### config.mk
export PLATFORM = sky130hd
export DESIGN_NAME = fod_dictionary
export DESIGN_NICKNAME = d
export VERILOG_FILES = /design/src/hw/fod_pkg.sv /design/src/hw/fod_dictionary.sv
export VERILOG_INCLUDE_DIRS = /design/src /design/src/hw
export SDC_FILE = /design/constraint.sdc
export NUM_CORES = 1
export LEC_CHECK = 0
export BUFFER_PORTS_ARGS = -buffer_cell sky130_fd_sc_hd__buf_2
export CORE_AREA = 2 2 221 223
export CTS_CLUSTER_SIZE = 25
export DETAILED_ROUTE_END_ITERATION = 10
export DIE_AREA = 0 0 223 225
export GPL_ROUTABILITY_DRIVEN = 0
export GPL_TIMING_DRIVEN = 0
export SLEW_MARGIN = 20
export SYNTH_ARGS = -nofsm -noshare
export SYNTH_HDL_FRONTEND = slang
export SYNTH_SLANG_ARGS = --single-unit
### constraint.sdc
create_clock -name clk -period 10.8 [get_ports clk]
set_clock_uncertainty 0.1 [all_clocks]
set_input_delay 0.54 -clock clk [delete_from_list [all_inputs] [get_ports clk]]
set_output_delay 0.54 -clock clk [all_outputs]
set_load 0.02 [all_outputs]
### src/hw/fod_consts.svh
// Constants of the fieldbus object dictionary: indices, abort codes, reset values, timing.
// Assumes inclusion by bare name from the package and the dictionary module.
`ifndef FOD_CONSTS_SVH
`define FOD_CONSTS_SVH
`define FOD_IDX_PROFILE 16'h1000
`define FOD_IDX_GENERR 16'h1001
`define FOD_IDX_FAULT 16'h1002
`define FOD_IDX_GUARD 16'h100C
`define FOD_IDX_LIFE 16'h100D
`define FOD_IDX_SAVE 16'h1010
`define FOD_IDX_TIME_ID 16'h1012
`define FOD_IDX_EMCY_ID 16'h1014
`define FOD_IDX_HEARTBEAT 16'h1017
`define FOD_IDX_SDO_PAR 16'h1200
`define FOD_IDX_TPDO_COMM 16'h1800
`define FOD_IDX_TPDO_MAP 16'h1A00
`define FOD_IDX_LIMIT_4 16'h3000
`define FOD_IDX_LIMIT_6 16'h3001
`define FOD_IDX_LIMIT_14 16'h3002
`define FOD_IDX_DIVIDER 16'h3003
`define FOD_IDX_STORE_INT 16'h4000
`define FOD_IDX_REC_COUNT 16'h4001
`define FOD_IDX_REC_FIRST 16'h4002
`define FOD_IDX_REC_LAST 16'h43E9
`define FOD_IDX_PV_INT 16'h5000
`define FOD_IDX_PV_FLOAT 16'h5100
`define FOD_SAVE_SIG 32'h6576_6173
`define FOD_SAVE_MODE 32'h0000_0001
`define FOD_TIME_ID_RST 32'h0000_0100
`define FOD_EMCY_BASE 32'h0000_0080
`define FOD_RX_BASE 32'h0000_0600
`define FOD_TX_BASE 32'h0000_0580
`define FOD_TPDO_BASE 32'h0000_0180
`define FOD_TX_TYPE 32'h0000_00FE
`define FOD_MAP_BASE 32'h5000_0010
`define FOD_DIVIDER_RST 16'h0001
`define FOD_ABORT_ACCESS 32'h0601_0000
`define FOD_ABORT_NOOBJ 32'h0602_0000
`define FOD_ABORT_READONLY 32'h0601_0002
`define FOD_GENERR_BIT 0
`define FOD_FLT_FLOW 0
`define FOD_FLT_14 1
`define FOD_FLT_6 2
`define FOD_FLT_4 3
`define FOD_MEAS_TIME_S 20
`define FOD_CLK_HZ 20000000
`endif

### src/hw/fod_pkg.sv
// Types shared by the fieldbus object dictionary.
// Assumes fod_consts.svh is on the include path.
`include "fod_consts.svh"
package fod_pkg;
   typedef enum logic [1:0] {
      FOD_RSP_READ,
      FOD_RSP_WRITE,
      FOD_RSP_ABORT
   } fod_rsp_t;
endpackage
### src/hw/fod_dictionary.sv
// Object dictionary of a contamination transmitter on a fieldbus.
// Assumes a service-data framer outside that presents decoded requests as one-cycle strobes
// on clk, and a measurement engine on the same clock supplying classes, flow and faults.
//
// What this block does
// - Every parameter and value reachable by index
// - Entries addressed by 16-bit index, 8-bit subindex
// - Error bit 0 set on fault or limit
// - Emergency carries general error entry
// - Fault word follows live fault conditions
// - Bits: flow, 14, 6, 4 micron
// - Limit bits only in class report format
// - Fault bits 4 to 31 unused
// - Emergency carries full fault status word
// - Emergency: code, error, status, unused byte
// - Save entry subindex 1 reads one
// - Unsaved changes lost at reset
// - Write "save" signature pulses save_request
// - Three 8-bit class limits compared
// - Zero limit disables its monitoring
// - Process message every N measurements
// - Twenty second cycle advances counter
// - Divider one sends every measurement; reset one
// - Divider zero suppresses transmission
// - Process values: 4, 6, 14 classes, flow
`include "fod_consts.svh"
`timescale 1ns/1ps
`default_nettype none
module fod_dictionary
   import fod_pkg::*;
#(
   parameter int unsigned MEAS_CYCLES = `FOD_MEAS_TIME_S * `FOD_CLK_HZ,
   parameter logic [6:0] NODE_ID = 7'h01,
   parameter logic [31:0] PROFILE_CODE = 32'h0000_0A5A // Arbitrary value
)
(
   input wire logic clk,
   input wire logic resetn,
   input wire logic req_valid,
   input wire logic req_write,
   input wire logic [15:0] req_index,
   input wire logic [7:0] req_subindex,
   input wire logic [2:0] req_size,
   input wire logic [31:0] req_data,
   output logic rsp_valid,
   output fod_rsp_t rsp_kind,
   output logic [31:0] rsp_data,
   input wire logic [15:0] class_4um,
   input wire logic [15:0] class_6um,
   input wire logic [15:0] class_14um,
   input wire logic [15:0] volume_flow,
   input wire logic [31:0] float_4um,
   input wire logic [31:0] float_6um,
   input wire logic [31:0] float_14um,
   input wire logic [31:0] float_flow,
   input wire logic flow_invalid,
   input wire logic class_format,
   input wire logic [15:0] record_count_in,
   input wire logic [31:0] record_word,
   output logic records_clear,
   output logic save_request,
   output logic [7:0] limit_4um_out,
   output logic [7:0] limit_6um_out,
   output logic [7:0] limit_14um_out,
   output logic [15:0] storage_interval_out,
   output logic [31:0] time_id_out,
   output logic [15:0] heartbeat_out,
   output logic measure_done,
   output logic pdo_send,
   output logic [63:0] pdo_payload,
   output logic emcy_send,
   output logic [63:0] emcy_payload
);
   logic rst_meta;
   logic rst_n;
   logic [31:0] time_message_identifier;
   logic [15:0] heartbeat_period;
   logic [7:0] limit_4um;
   logic [7:0] limit_6um;
   logic [7:0] limit_14um;
   logic [15:0] transmit_divider;
   logic [15:0] storage_interval_hours;
   logic [31:0] fault_status_word;
   logic [31:0] next_fault;
   logic [7:0] general_error_flag;
   logic [31:0] meas_timer;
   logic [15:0] meas_count;
   logic [31:0] rd_value;
   logic rd_ok;
   logic wr_ok;
   logic is_write;
   logic [31:0] abort_code;
   logic [31:0] node32;

   assign node32 = {25'h000_0000, NODE_ID};
   assign is_write = req_valid && req_write;

   // Reset release through two flops; assertion stays asynchronous
   always_ff @(posedge clk or negedge resetn)
   begin
      if (!resetn)
      begin
         rst_meta <= 1'b0;
         rst_n <= 1'b0;
      end
      else
      begin
         rst_meta <= 1'b1;
         rst_n <= rst_meta;
      end
   end

   // Live fault word, recomputed every cycle from current conditions
   always_comb
   begin
      next_fault = 32'h0000_0000;
      next_fault[`FOD_FLT_FLOW] = flow_invalid;
      next_fault[`FOD_FLT_4] = class_format && (limit_4um != 8'h00) && (class_4um > {8'h00, limit_4um});
      next_fault[`FOD_FLT_6] = class_format && (limit_6um != 8'h00) && (class_6um > {8'h00, limit_6um});
      next_fault[`FOD_FLT_14] = class_format && (limit_14um != 8'h00)
         && (class_14um > {8'h00, limit_14um});
   end

   // Fault word and general error flag; error follows any active fault
   always_ff @(posedge clk or negedge rst_n)
   begin
      if (!rst_n)
      begin
         fault_status_word <= 32'h0000_0000;
         general_error_flag <= 8'h00;
      end
      else
      begin
         fault_status_word <= next_fault;
         general_error_flag <= {7'h00, |next_fault};
      end
   end

   // Emergency in each cycle that newly raises any fault bit; a clearing fault sends nothing
   always_ff @(posedge clk or negedge rst_n)
   begin
      if (!rst_n)
      begin
         emcy_send <= 1'b0;
         emcy_payload <= 64'h0000_0000_0000_0000;
      end
      else
      begin
         emcy_send <= |(next_fault & ~fault_status_word);
         // Byte order: code (lsb first), error flag, status word, unused
         emcy_payload <= {8'h00, next_fault, 7'h00, |next_fault, 16'hFF00};
      end
   end

   // Writable entries; these are volatile and revert at every reset, saved or not; a save only pulses save_request
   always_ff @(posedge clk or negedge rst_n)
   begin
      if (!rst_n)
      begin
         time_message_identifier <= `FOD_TIME_ID_RST;
         heartbeat_period <= 16'h0000;
         limit_4um <= 8'h00;
         limit_6um <= 8'h00;
         limit_14um <= 8'h00;
         transmit_divider <= `FOD_DIVIDER_RST;
         storage_interval_hours <= 16'h0000;
      end
      else if (is_write && wr_ok && req_subindex == 8'h00)
      begin
         unique case (req_index)
            `FOD_IDX_TIME_ID: time_message_identifier <= req_data;
            `FOD_IDX_HEARTBEAT: heartbeat_period <= req_data[15:0];
            `FOD_IDX_LIMIT_4: limit_4um <= req_data[7:0];
            `FOD_IDX_LIMIT_6: limit_6um <= req_data[7:0];
            `FOD_IDX_LIMIT_14: limit_14um <= req_data[7:0];
            `FOD_IDX_DIVIDER: transmit_divider <= req_data[15:0];
            `FOD_IDX_STORE_INT: storage_interval_hours <= req_data[15:0];
            default: ;
         endcase
      end
   end

   // Write decode: which writes are legal
   always_comb
   begin
      wr_ok = 1'b0;
      if (req_subindex == 8'h00)
      begin
         unique case (req_index)
            `FOD_IDX_TIME_ID, `FOD_IDX_HEARTBEAT, `FOD_IDX_LIMIT_4, `FOD_IDX_LIMIT_6,
            `FOD_IDX_LIMIT_14, `FOD_IDX_DIVIDER, `FOD_IDX_STORE_INT: wr_ok = 1'b1;
            `FOD_IDX_REC_COUNT: wr_ok = (req_data == 32'h0000_0000);
            default: wr_ok = 1'b0;
         endcase
      end
      else if (req_index == `FOD_IDX_SAVE && req_subindex == 8'h01)
      begin
         wr_ok = (req_size == 3'd4) && (req_data == `FOD_SAVE_SIG);
      end
   end

   // Read decode by index and subindex
   always_comb
   begin
      rd_ok = 1'b1;
      rd_value = 32'h0000_0000;
      if (req_index >= `FOD_IDX_REC_FIRST && req_index <= `FOD_IDX_REC_LAST)
      begin
         // Record words come from the external store; missing sets are refused
         rd_ok = (req_index - `FOD_IDX_REC_FIRST) < record_count_in;
         rd_value = (req_subindex == 8'h00) ? 32'h0000_0009 : record_word;
      end
      else
      begin
         unique case ({req_index, req_subindex})
            {`FOD_IDX_PROFILE, 8'h00}: rd_value = PROFILE_CODE;
            {`FOD_IDX_GENERR, 8'h00}: rd_value = {24'h00_0000, general_error_flag};
            {`FOD_IDX_FAULT, 8'h00}: rd_value = fault_status_word;
            {`FOD_IDX_GUARD, 8'h00}: rd_value = 32'h0000_0000;
            {`FOD_IDX_LIFE, 8'h00}: rd_value = 32'h0000_0000;
            {`FOD_IDX_SAVE, 8'h00}: rd_value = 32'h0000_0001;
            {`FOD_IDX_SAVE, 8'h01}: rd_value = `FOD_SAVE_MODE;
            {`FOD_IDX_TIME_ID, 8'h00}: rd_value = time_message_identifier;
            {`FOD_IDX_EMCY_ID, 8'h00}: rd_value = `FOD_EMCY_BASE + node32;
            {`FOD_IDX_HEARTBEAT, 8'h00}: rd_value = {16'h0000, heartbeat_period};
            {`FOD_IDX_SDO_PAR, 8'h00}: rd_value = 32'h0000_0002;
            {`FOD_IDX_SDO_PAR, 8'h01}: rd_value = `FOD_RX_BASE + node32;
            {`FOD_IDX_SDO_PAR, 8'h02}: rd_value = `FOD_TX_BASE + node32;
            {`FOD_IDX_TPDO_COMM, 8'h00}: rd_value = 32'h0000_0002;
            {`FOD_IDX_TPDO_COMM, 8'h01}: rd_value = `FOD_TPDO_BASE + node32;
            {`FOD_IDX_TPDO_COMM, 8'h02}: rd_value = `FOD_TX_TYPE;
            {`FOD_IDX_TPDO_MAP, 8'h00}: rd_value = 32'h0000_0004;
            {`FOD_IDX_LIMIT_4, 8'h00}: rd_value = {24'h00_0000, limit_4um};
            {`FOD_IDX_LIMIT_6, 8'h00}: rd_value = {24'h00_0000, limit_6um};
            {`FOD_IDX_LIMIT_14, 8'h00}: rd_value = {24'h00_0000, limit_14um};
            {`FOD_IDX_DIVIDER, 8'h00}: rd_value = {16'h0000, transmit_divider};
            {`FOD_IDX_STORE_INT, 8'h00}: rd_value = {16'h0000, storage_interval_hours};
            {`FOD_IDX_REC_COUNT, 8'h00}: rd_value = {16'h0000, record_count_in};
            {`FOD_IDX_PV_INT, 8'h00}: rd_value = 32'h0000_0004;
            {`FOD_IDX_PV_INT, 8'h01}: rd_value = {16'h0000, class_4um};
            {`FOD_IDX_PV_INT, 8'h02}: rd_value = {16'h0000, class_6um};
            {`FOD_IDX_PV_INT, 8'h03}: rd_value = {16'h0000, class_14um};
            {`FOD_IDX_PV_INT, 8'h04}: rd_value = {16'h0000, volume_flow};
            {`FOD_IDX_PV_FLOAT, 8'h00}: rd_value = 32'h0000_0004;
            {`FOD_IDX_PV_FLOAT, 8'h01}: rd_value = float_4um;
            {`FOD_IDX_PV_FLOAT, 8'h02}: rd_value = float_6um;
            {`FOD_IDX_PV_FLOAT, 8'h03}: rd_value = float_14um;
            {`FOD_IDX_PV_FLOAT, 8'h04}: rd_value = float_flow;
            default:
               // Mapping entries 1..4 name the four process values in order
               if (req_index == `FOD_IDX_TPDO_MAP && req_subindex >= 8'h01 && req_subindex <= 8'h04)
                  rd_value = `FOD_MAP_BASE + {16'h0000, req_subindex, 8'h00};
               else
                  rd_ok = 1'b0;
         endcase
      end
   end

   // Abort code: a readable object that is written is read-only; a missing record read is an access fault, written is no object
   assign abort_code = is_write ? (rd_ok ? `FOD_ABORT_READONLY : `FOD_ABORT_NOOBJ)
      : ((req_index >= `FOD_IDX_REC_FIRST && req_index <= `FOD_IDX_REC_LAST) ? `FOD_ABORT_ACCESS : `FOD_ABORT_NOOBJ);

   // Response, one cycle after each request; kind and data hold until the next request
   always_ff @(posedge clk or negedge rst_n)
   begin
      if (!rst_n)
      begin
         rsp_valid <= 1'b0;
         rsp_kind <= FOD_RSP_READ;
         rsp_data <= 32'h0000_0000;
         save_request <= 1'b0;
         records_clear <= 1'b0;
      end
      else
      begin
         rsp_valid <= req_valid;
         save_request <= is_write && wr_ok && req_index == `FOD_IDX_SAVE;
         records_clear <= is_write && wr_ok && req_index == `FOD_IDX_REC_COUNT;
         if (is_write)
         begin
            rsp_kind <= wr_ok ? FOD_RSP_WRITE : FOD_RSP_ABORT;
            rsp_data <= wr_ok ? 32'h0000_0000 : abort_code;
         end
         else if (req_valid)
         begin
            rsp_kind <= rd_ok ? FOD_RSP_READ : FOD_RSP_ABORT;
            rsp_data <= rd_ok ? rd_value : abort_code;
         end
      end
   end

   // Measurement period and transmit divider
   always_ff @(posedge clk or negedge rst_n)
   begin
      if (!rst_n)
      begin
         meas_timer <= 32'h0000_0000;
         meas_count <= 16'h0000;
         measure_done <= 1'b0;
         pdo_send <= 1'b0;
      end
      else
      begin
         measure_done <= 1'b0;
         pdo_send <= 1'b0;
         if (meas_timer == MEAS_CYCLES - 1)
         begin
            meas_timer <= 32'h0000_0000;
            measure_done <= 1'b1;
            if (transmit_divider == 16'h0000)
               meas_count <= 16'h0000;
            else if (meas_count + 16'h0001 >= transmit_divider)
            begin
               meas_count <= 16'h0000;
               pdo_send <= 1'b1;
            end
            else
               meas_count <= meas_count + 16'h0001;
         end
         else
            meas_timer <= meas_timer + 32'h0000_0001;
      end
   end

   // Payload and configuration outputs registered
   always_ff @(posedge clk or negedge rst_n)
   begin
      if (!rst_n)
      begin
         pdo_payload <= 64'h0000_0000_0000_0000;
         limit_4um_out <= 8'h00;
         limit_6um_out <= 8'h00;
         limit_14um_out <= 8'h00;
         storage_interval_out <= 16'h0000;
         time_id_out <= `FOD_TIME_ID_RST;
         heartbeat_out <= 16'h0000;
      end
      else
      begin
         pdo_payload <= {volume_flow, class_14um, class_6um, class_4um};
         limit_4um_out <= limit_4um;
         limit_6um_out <= limit_6um;
         limit_14um_out <= limit_14um;
         storage_interval_out <= storage_interval_hours;
         time_id_out <= time_message_identifier;
         heartbeat_out <= heartbeat_period;
      end
   end

   // A request is answered on the very next edge
   a_rsp_follows: assert property (@(posedge clk) disable iff (!rst_n)
      req_valid |=> rsp_valid) else $error("response missing");
   a_error_tracks: assert property (@(posedge clk) disable iff (!rst_n)
      general_error_flag[0] == (fault_status_word != 32'h0000_0000)) else $error("error flag wrong");
   a_error_clear: assert property (@(posedge clk) disable iff (!rst_n)
      (next_fault == 32'h0000_0000) |=> !general_error_flag[0]) else $error("error not cleared");
   a_unused_bits: assert property (@(posedge clk) disable iff (!rst_n)
      fault_status_word[31:4] == 28'h000_0000) else $error("unused fault bits set");
   a_limit_off: assert property (@(posedge clk) disable iff (!rst_n)
      (limit_4um == 8'h00 || !class_format) |=> !fault_status_word[`FOD_FLT_4]) else $error("limit off yet set");
   a_emcy_content: assert property (@(posedge clk) disable iff (!rst_n)
      emcy_send |-> emcy_payload[55:24] == fault_status_word && emcy_payload[23:16] == general_error_flag)
      else $error("emergency content wrong");
   a_save_read: assert property (@(posedge clk) disable iff (!rst_n)
      (req_valid && !req_write && req_index == `FOD_IDX_SAVE && req_subindex == 8'h01)
      |=> rsp_data == 32'h0000_0001) else $error("save mode read wrong");
   a_divider_zero: assert property (@(posedge clk) disable iff (!rst_n)
      (transmit_divider == 16'h0000) |=> !pdo_send) else $error("send with divider zero");
endmodule
`default_nettype wire

==> flow_summary.json <==
{
  "io_pins": 561,
  "cts_made_buffers": 41,
  "grt-ovfl-total": 0,
  "multi_input_area_um2": 7473,
  "drt-initial-drc-count": 1938,
  "synthTopCellsByCount": "349 x dfrtp_1, 85 x nand2_1, 75 x inv_1",
  "pwr-share-seq": 0.441,
  "synth_cells": 1519,
  "hp-class": "primary input to flip-flop",
  "hold_viol": 0,
  "reg2reg_slack_ns": 6.64,
  "async_reset_ff_frac": 1.000,
  "grt_usage": 0.3047,
  "register_area_um2": 8816,
  "grt_pass1_vias": 15889,
  "drv_cap": 0,
  "fin_crit_sh": 0.4573,
  "worst-path-max-fanout": 10,
  "slowest_stage": "nor4_2",
  "finalWorstPathRequiredPeriod_ns": 4.938,
  "path_cells": "clkbuf_1 -> nor4_2 -> nand3_1 -> nor3_1 -> xor2_1 -> ha_1 -> nand4_1 -> nor3_1 -> a21oi_1 -> a211o_1 -> o21ai_2 -> buf_2 -> a21oi_1 -> a21o_1",
  "cts.clk_slew.worst_paths_ns": 0.06,
  "nNetsFinal": 2507,
  "synth_cell_types": 81,
  "end_kind": "flip-flop",
  "reg2reg_depth": 15,
  "fmax_mhz": 202.5,
  "cts_hold_buf": 25,
  "yosysSeqAreaShare": 0.5147,
  "sw_frac_of_total": 0.2527,
  "htree_levels": 2,
  "yosysWarnings": 0,
  "internal_power_mw": 2.273,
  "slowest_delay_ns": 0.96,
  "grt_pass1_wl_mm": 110.3,
  "power.ir.vdd_worst_mv": 0.1037,
  "antenna_found_initial": 5,
  "synth_area_leaders": "dfrtp_1 51%, mux2_2 4.6%, ha_1 4.2%",
  "cp_top_family": "simple AND/OR/NAND/NOR gates",
  "clkPwrFrac": 0.468,
  "synth_area_um2": 17120,
  "cts_sinks": 352,
  "areaGrowthSynthToFinish_pct": 31.03,
  "core-area_um2": 47550,
  "start_kind": "primary input",
  "setup_viol": 0,
  "power_mw": 3.042,
  "p_sw_uw": 768.9,
  "syn-mean-instance-area_um2": 11.27,
  "rsz0062_at_grt": "false",
  "ys_ff_latch": 352,
  "fillers": 4488,
  "dp_hpwl_mm": 60.84,
  "clock_path_buffers": 3,
  "relSlewSlack": 0.1749,
  "clk_latency_ns": 0.57,
  "instances_no_fill": 2791,
  "timing.critical_path.arrival_ns": 5.28,
  "avgRoutedWirePerCell_um": 28.05,
  "yosysMostFrequentCell": "dfrtp_1",
  "synth.largest_area_cell": "dfrtp_1",
  "die_h_um": 225,
  "initial_core_util": 0.3601,
  "cts_tree": "done",
  "drc": 0,
  "num_rows": 80,
  "min_to": "pdo_payload[50]",
  "synth_top_area_share": 0.5101,
  "post_cts_buffers": 0,
  "outcome": "finished clean",
  "powerDensity_nw_per_um2": 135.6,
  "combPwrFrac": 0.091,
  "p_leak_nw": 11.47,
  "dp.cells": 2691,
  "die_x_um": 223,
  "synth_ff_type": "dfrtp_1",
  "cts_root_buffer": "clkbuf_16",
  "wl_mm": 78.28,
  "postRouteAntennaNets": 0,
  "cts-resized-gates": 0,
  "viasPerCell": 5.786,
  "r2r-start": "meas_count[2]",
  "min-delay-start": "volume_flow[2]",
  "drive_gt1_frac": 0.3519,
  "die_area_um2": 50180,
  "drt-pass1-iter-count": 9,
  "crit_required_ns": 11.14,
  "vias": 16149,
  "crit_buf_inv": 2,
  "grt_max_degree": 58,
  "path_class": "primary input to flip-flop",
  "synth_edf_count": 0,
  "maxSlewViolCount": 0,
  "io_buffer_count": 495,
  "hold_path_depth": 1,
  "worstMarginPinSlew_ns": 1.238,
  "r2r_end": "meas_count[11]"
}
-- kinds of logic after synthesis --
kind of cell | after synthesis | synth area share
AOI/OAI and AO/OA | 309 | 0.1405
xor gates and xnor gates | 55 | 0.02814
adders and majority gates | 58 | 0.04239
buffers and inverters | 208 | 0.06227
DFF | 352 | 0.5147
muxes | 109 | 0.07352
other | 2 | 0.0004387
and+or+nand+nor | 426 | 0.1381
-- worst register-to-register path, delay by kind of cell, from the launching register on --
family                   cells  cell delay [ns]
AO/OA/AOI/OAI                4             0.93
XOR/XNOR                     1             0.13
adder cells (fa/ha/maj)      1             0.31
buffers and inverters        1             0.41
flip-flops                   1             0.42
AND/OR/NAND/NOR              8             1.73
-- metal layers --
metal	share of wire	track usage	up-vias
li1	-	-	6822
met1	0.40	0.3881	8045
met2	0.45	0.4786	1043
met3	0.096	0.08227	235
met4	0.055	0.1531	4
met5	0.00041	0	-
-- area by class of cell --
class,instances,area share
sequential,352,0.3930
multi-input combinational,1010,0.3331
timing repair buffer,531,0.1314
clock buffer,53,0.05042
buffer,132,0.03486
tap,615,0.03430
inverter,76,0.01272
clock inverter,20,0.009984
antenna,2,0.0002231
-- state kept, by name, summed over array words and instances (netlist names), 16 cells and up --
name and flops:
heartbeat_out 16, heartbeat_period 16, meas_count 16, meas_timer 32, pdo_payload 64, rsp_data 32, storage_interval_hours 16, storage_interval_out 16
time_id_out 32, time_message_identifier 32, transmit_divider 16
-- power by group through the flow --
stage | registers [mW] | clock network, mW | logic [mW]
2_1_floorplan | 1.40 | 0 | 0.0861
3_3_place_gp | 1.39 | 0 | 0.229
3_5_place_dp | 1.37 | 0 | 0.265
4_1_cts | 1.34 | 1.45 | 0.273
5_1_grt | 1.34 | 1.50 | 0.295
6_report | 1.34 | 1.42 | 0.277
-- worst max-delay path by stage --
| stage | endpoint | slack [ns] | cells after the start | start |
|---|---|---|---|---|
| finish | rsp_data[29] | 5.86 | 14 | req_index[5] |
| CTS | rsp_data[6] | 6.12 | 11 | req_index[0] |
| detailed placement | rsp_data[6] | 5.53 | 11 | req_index[0] |
| floorplan | emcy_payload[15] | 0.17 | 0 | rst_n |
| global route | rsp_data[27] | 5.69 | 14 | req_index[5] |
| global placement | pdo_payload[11] | -3.96 | 0 | rst_n |
-- per-stage QoR --
stage,setup TNS (ns),hold WS (ns),setup slack (ns),area [um2],utilization
after global placement,-1356.28,0.2252,-3.957,20560,0.4324
after global routing,0,0.01091,5.690,22430,0.4718
after floorplan,0,0.1444,0.1684,17310,-
final,0,0.02364,5.862,22430,0.4718
after CTS,0,0.0002197,6.122,22430,0.4717
after detailed placement,0,0.2244,5.529,20820,0.4379
-- placed cells by master (no fill, tap or decap), types with 28 or more instances in the layout --
cell,Yosys,final
clkbuf_1,52,57
ha_1,58,58
nor4_1,31,30
dfrtp_1,349,348
a221oi_1,31,31
nor2_1,70,70
nand3_1,57,57
a22oi_1,51,51
inv_1,75,75
buf_4,58,59
xnor2_1,32,32
a222oi_1,40,40
conb_1,2,53
nand2_1,85,85
mux2_2,70,70
nand4_1,42,42
o21ai_0,28,28
buf_2,12,507
a21oi_1,37,37
clkbuf_16,0,41
Power figures use the tool's default switching activity.
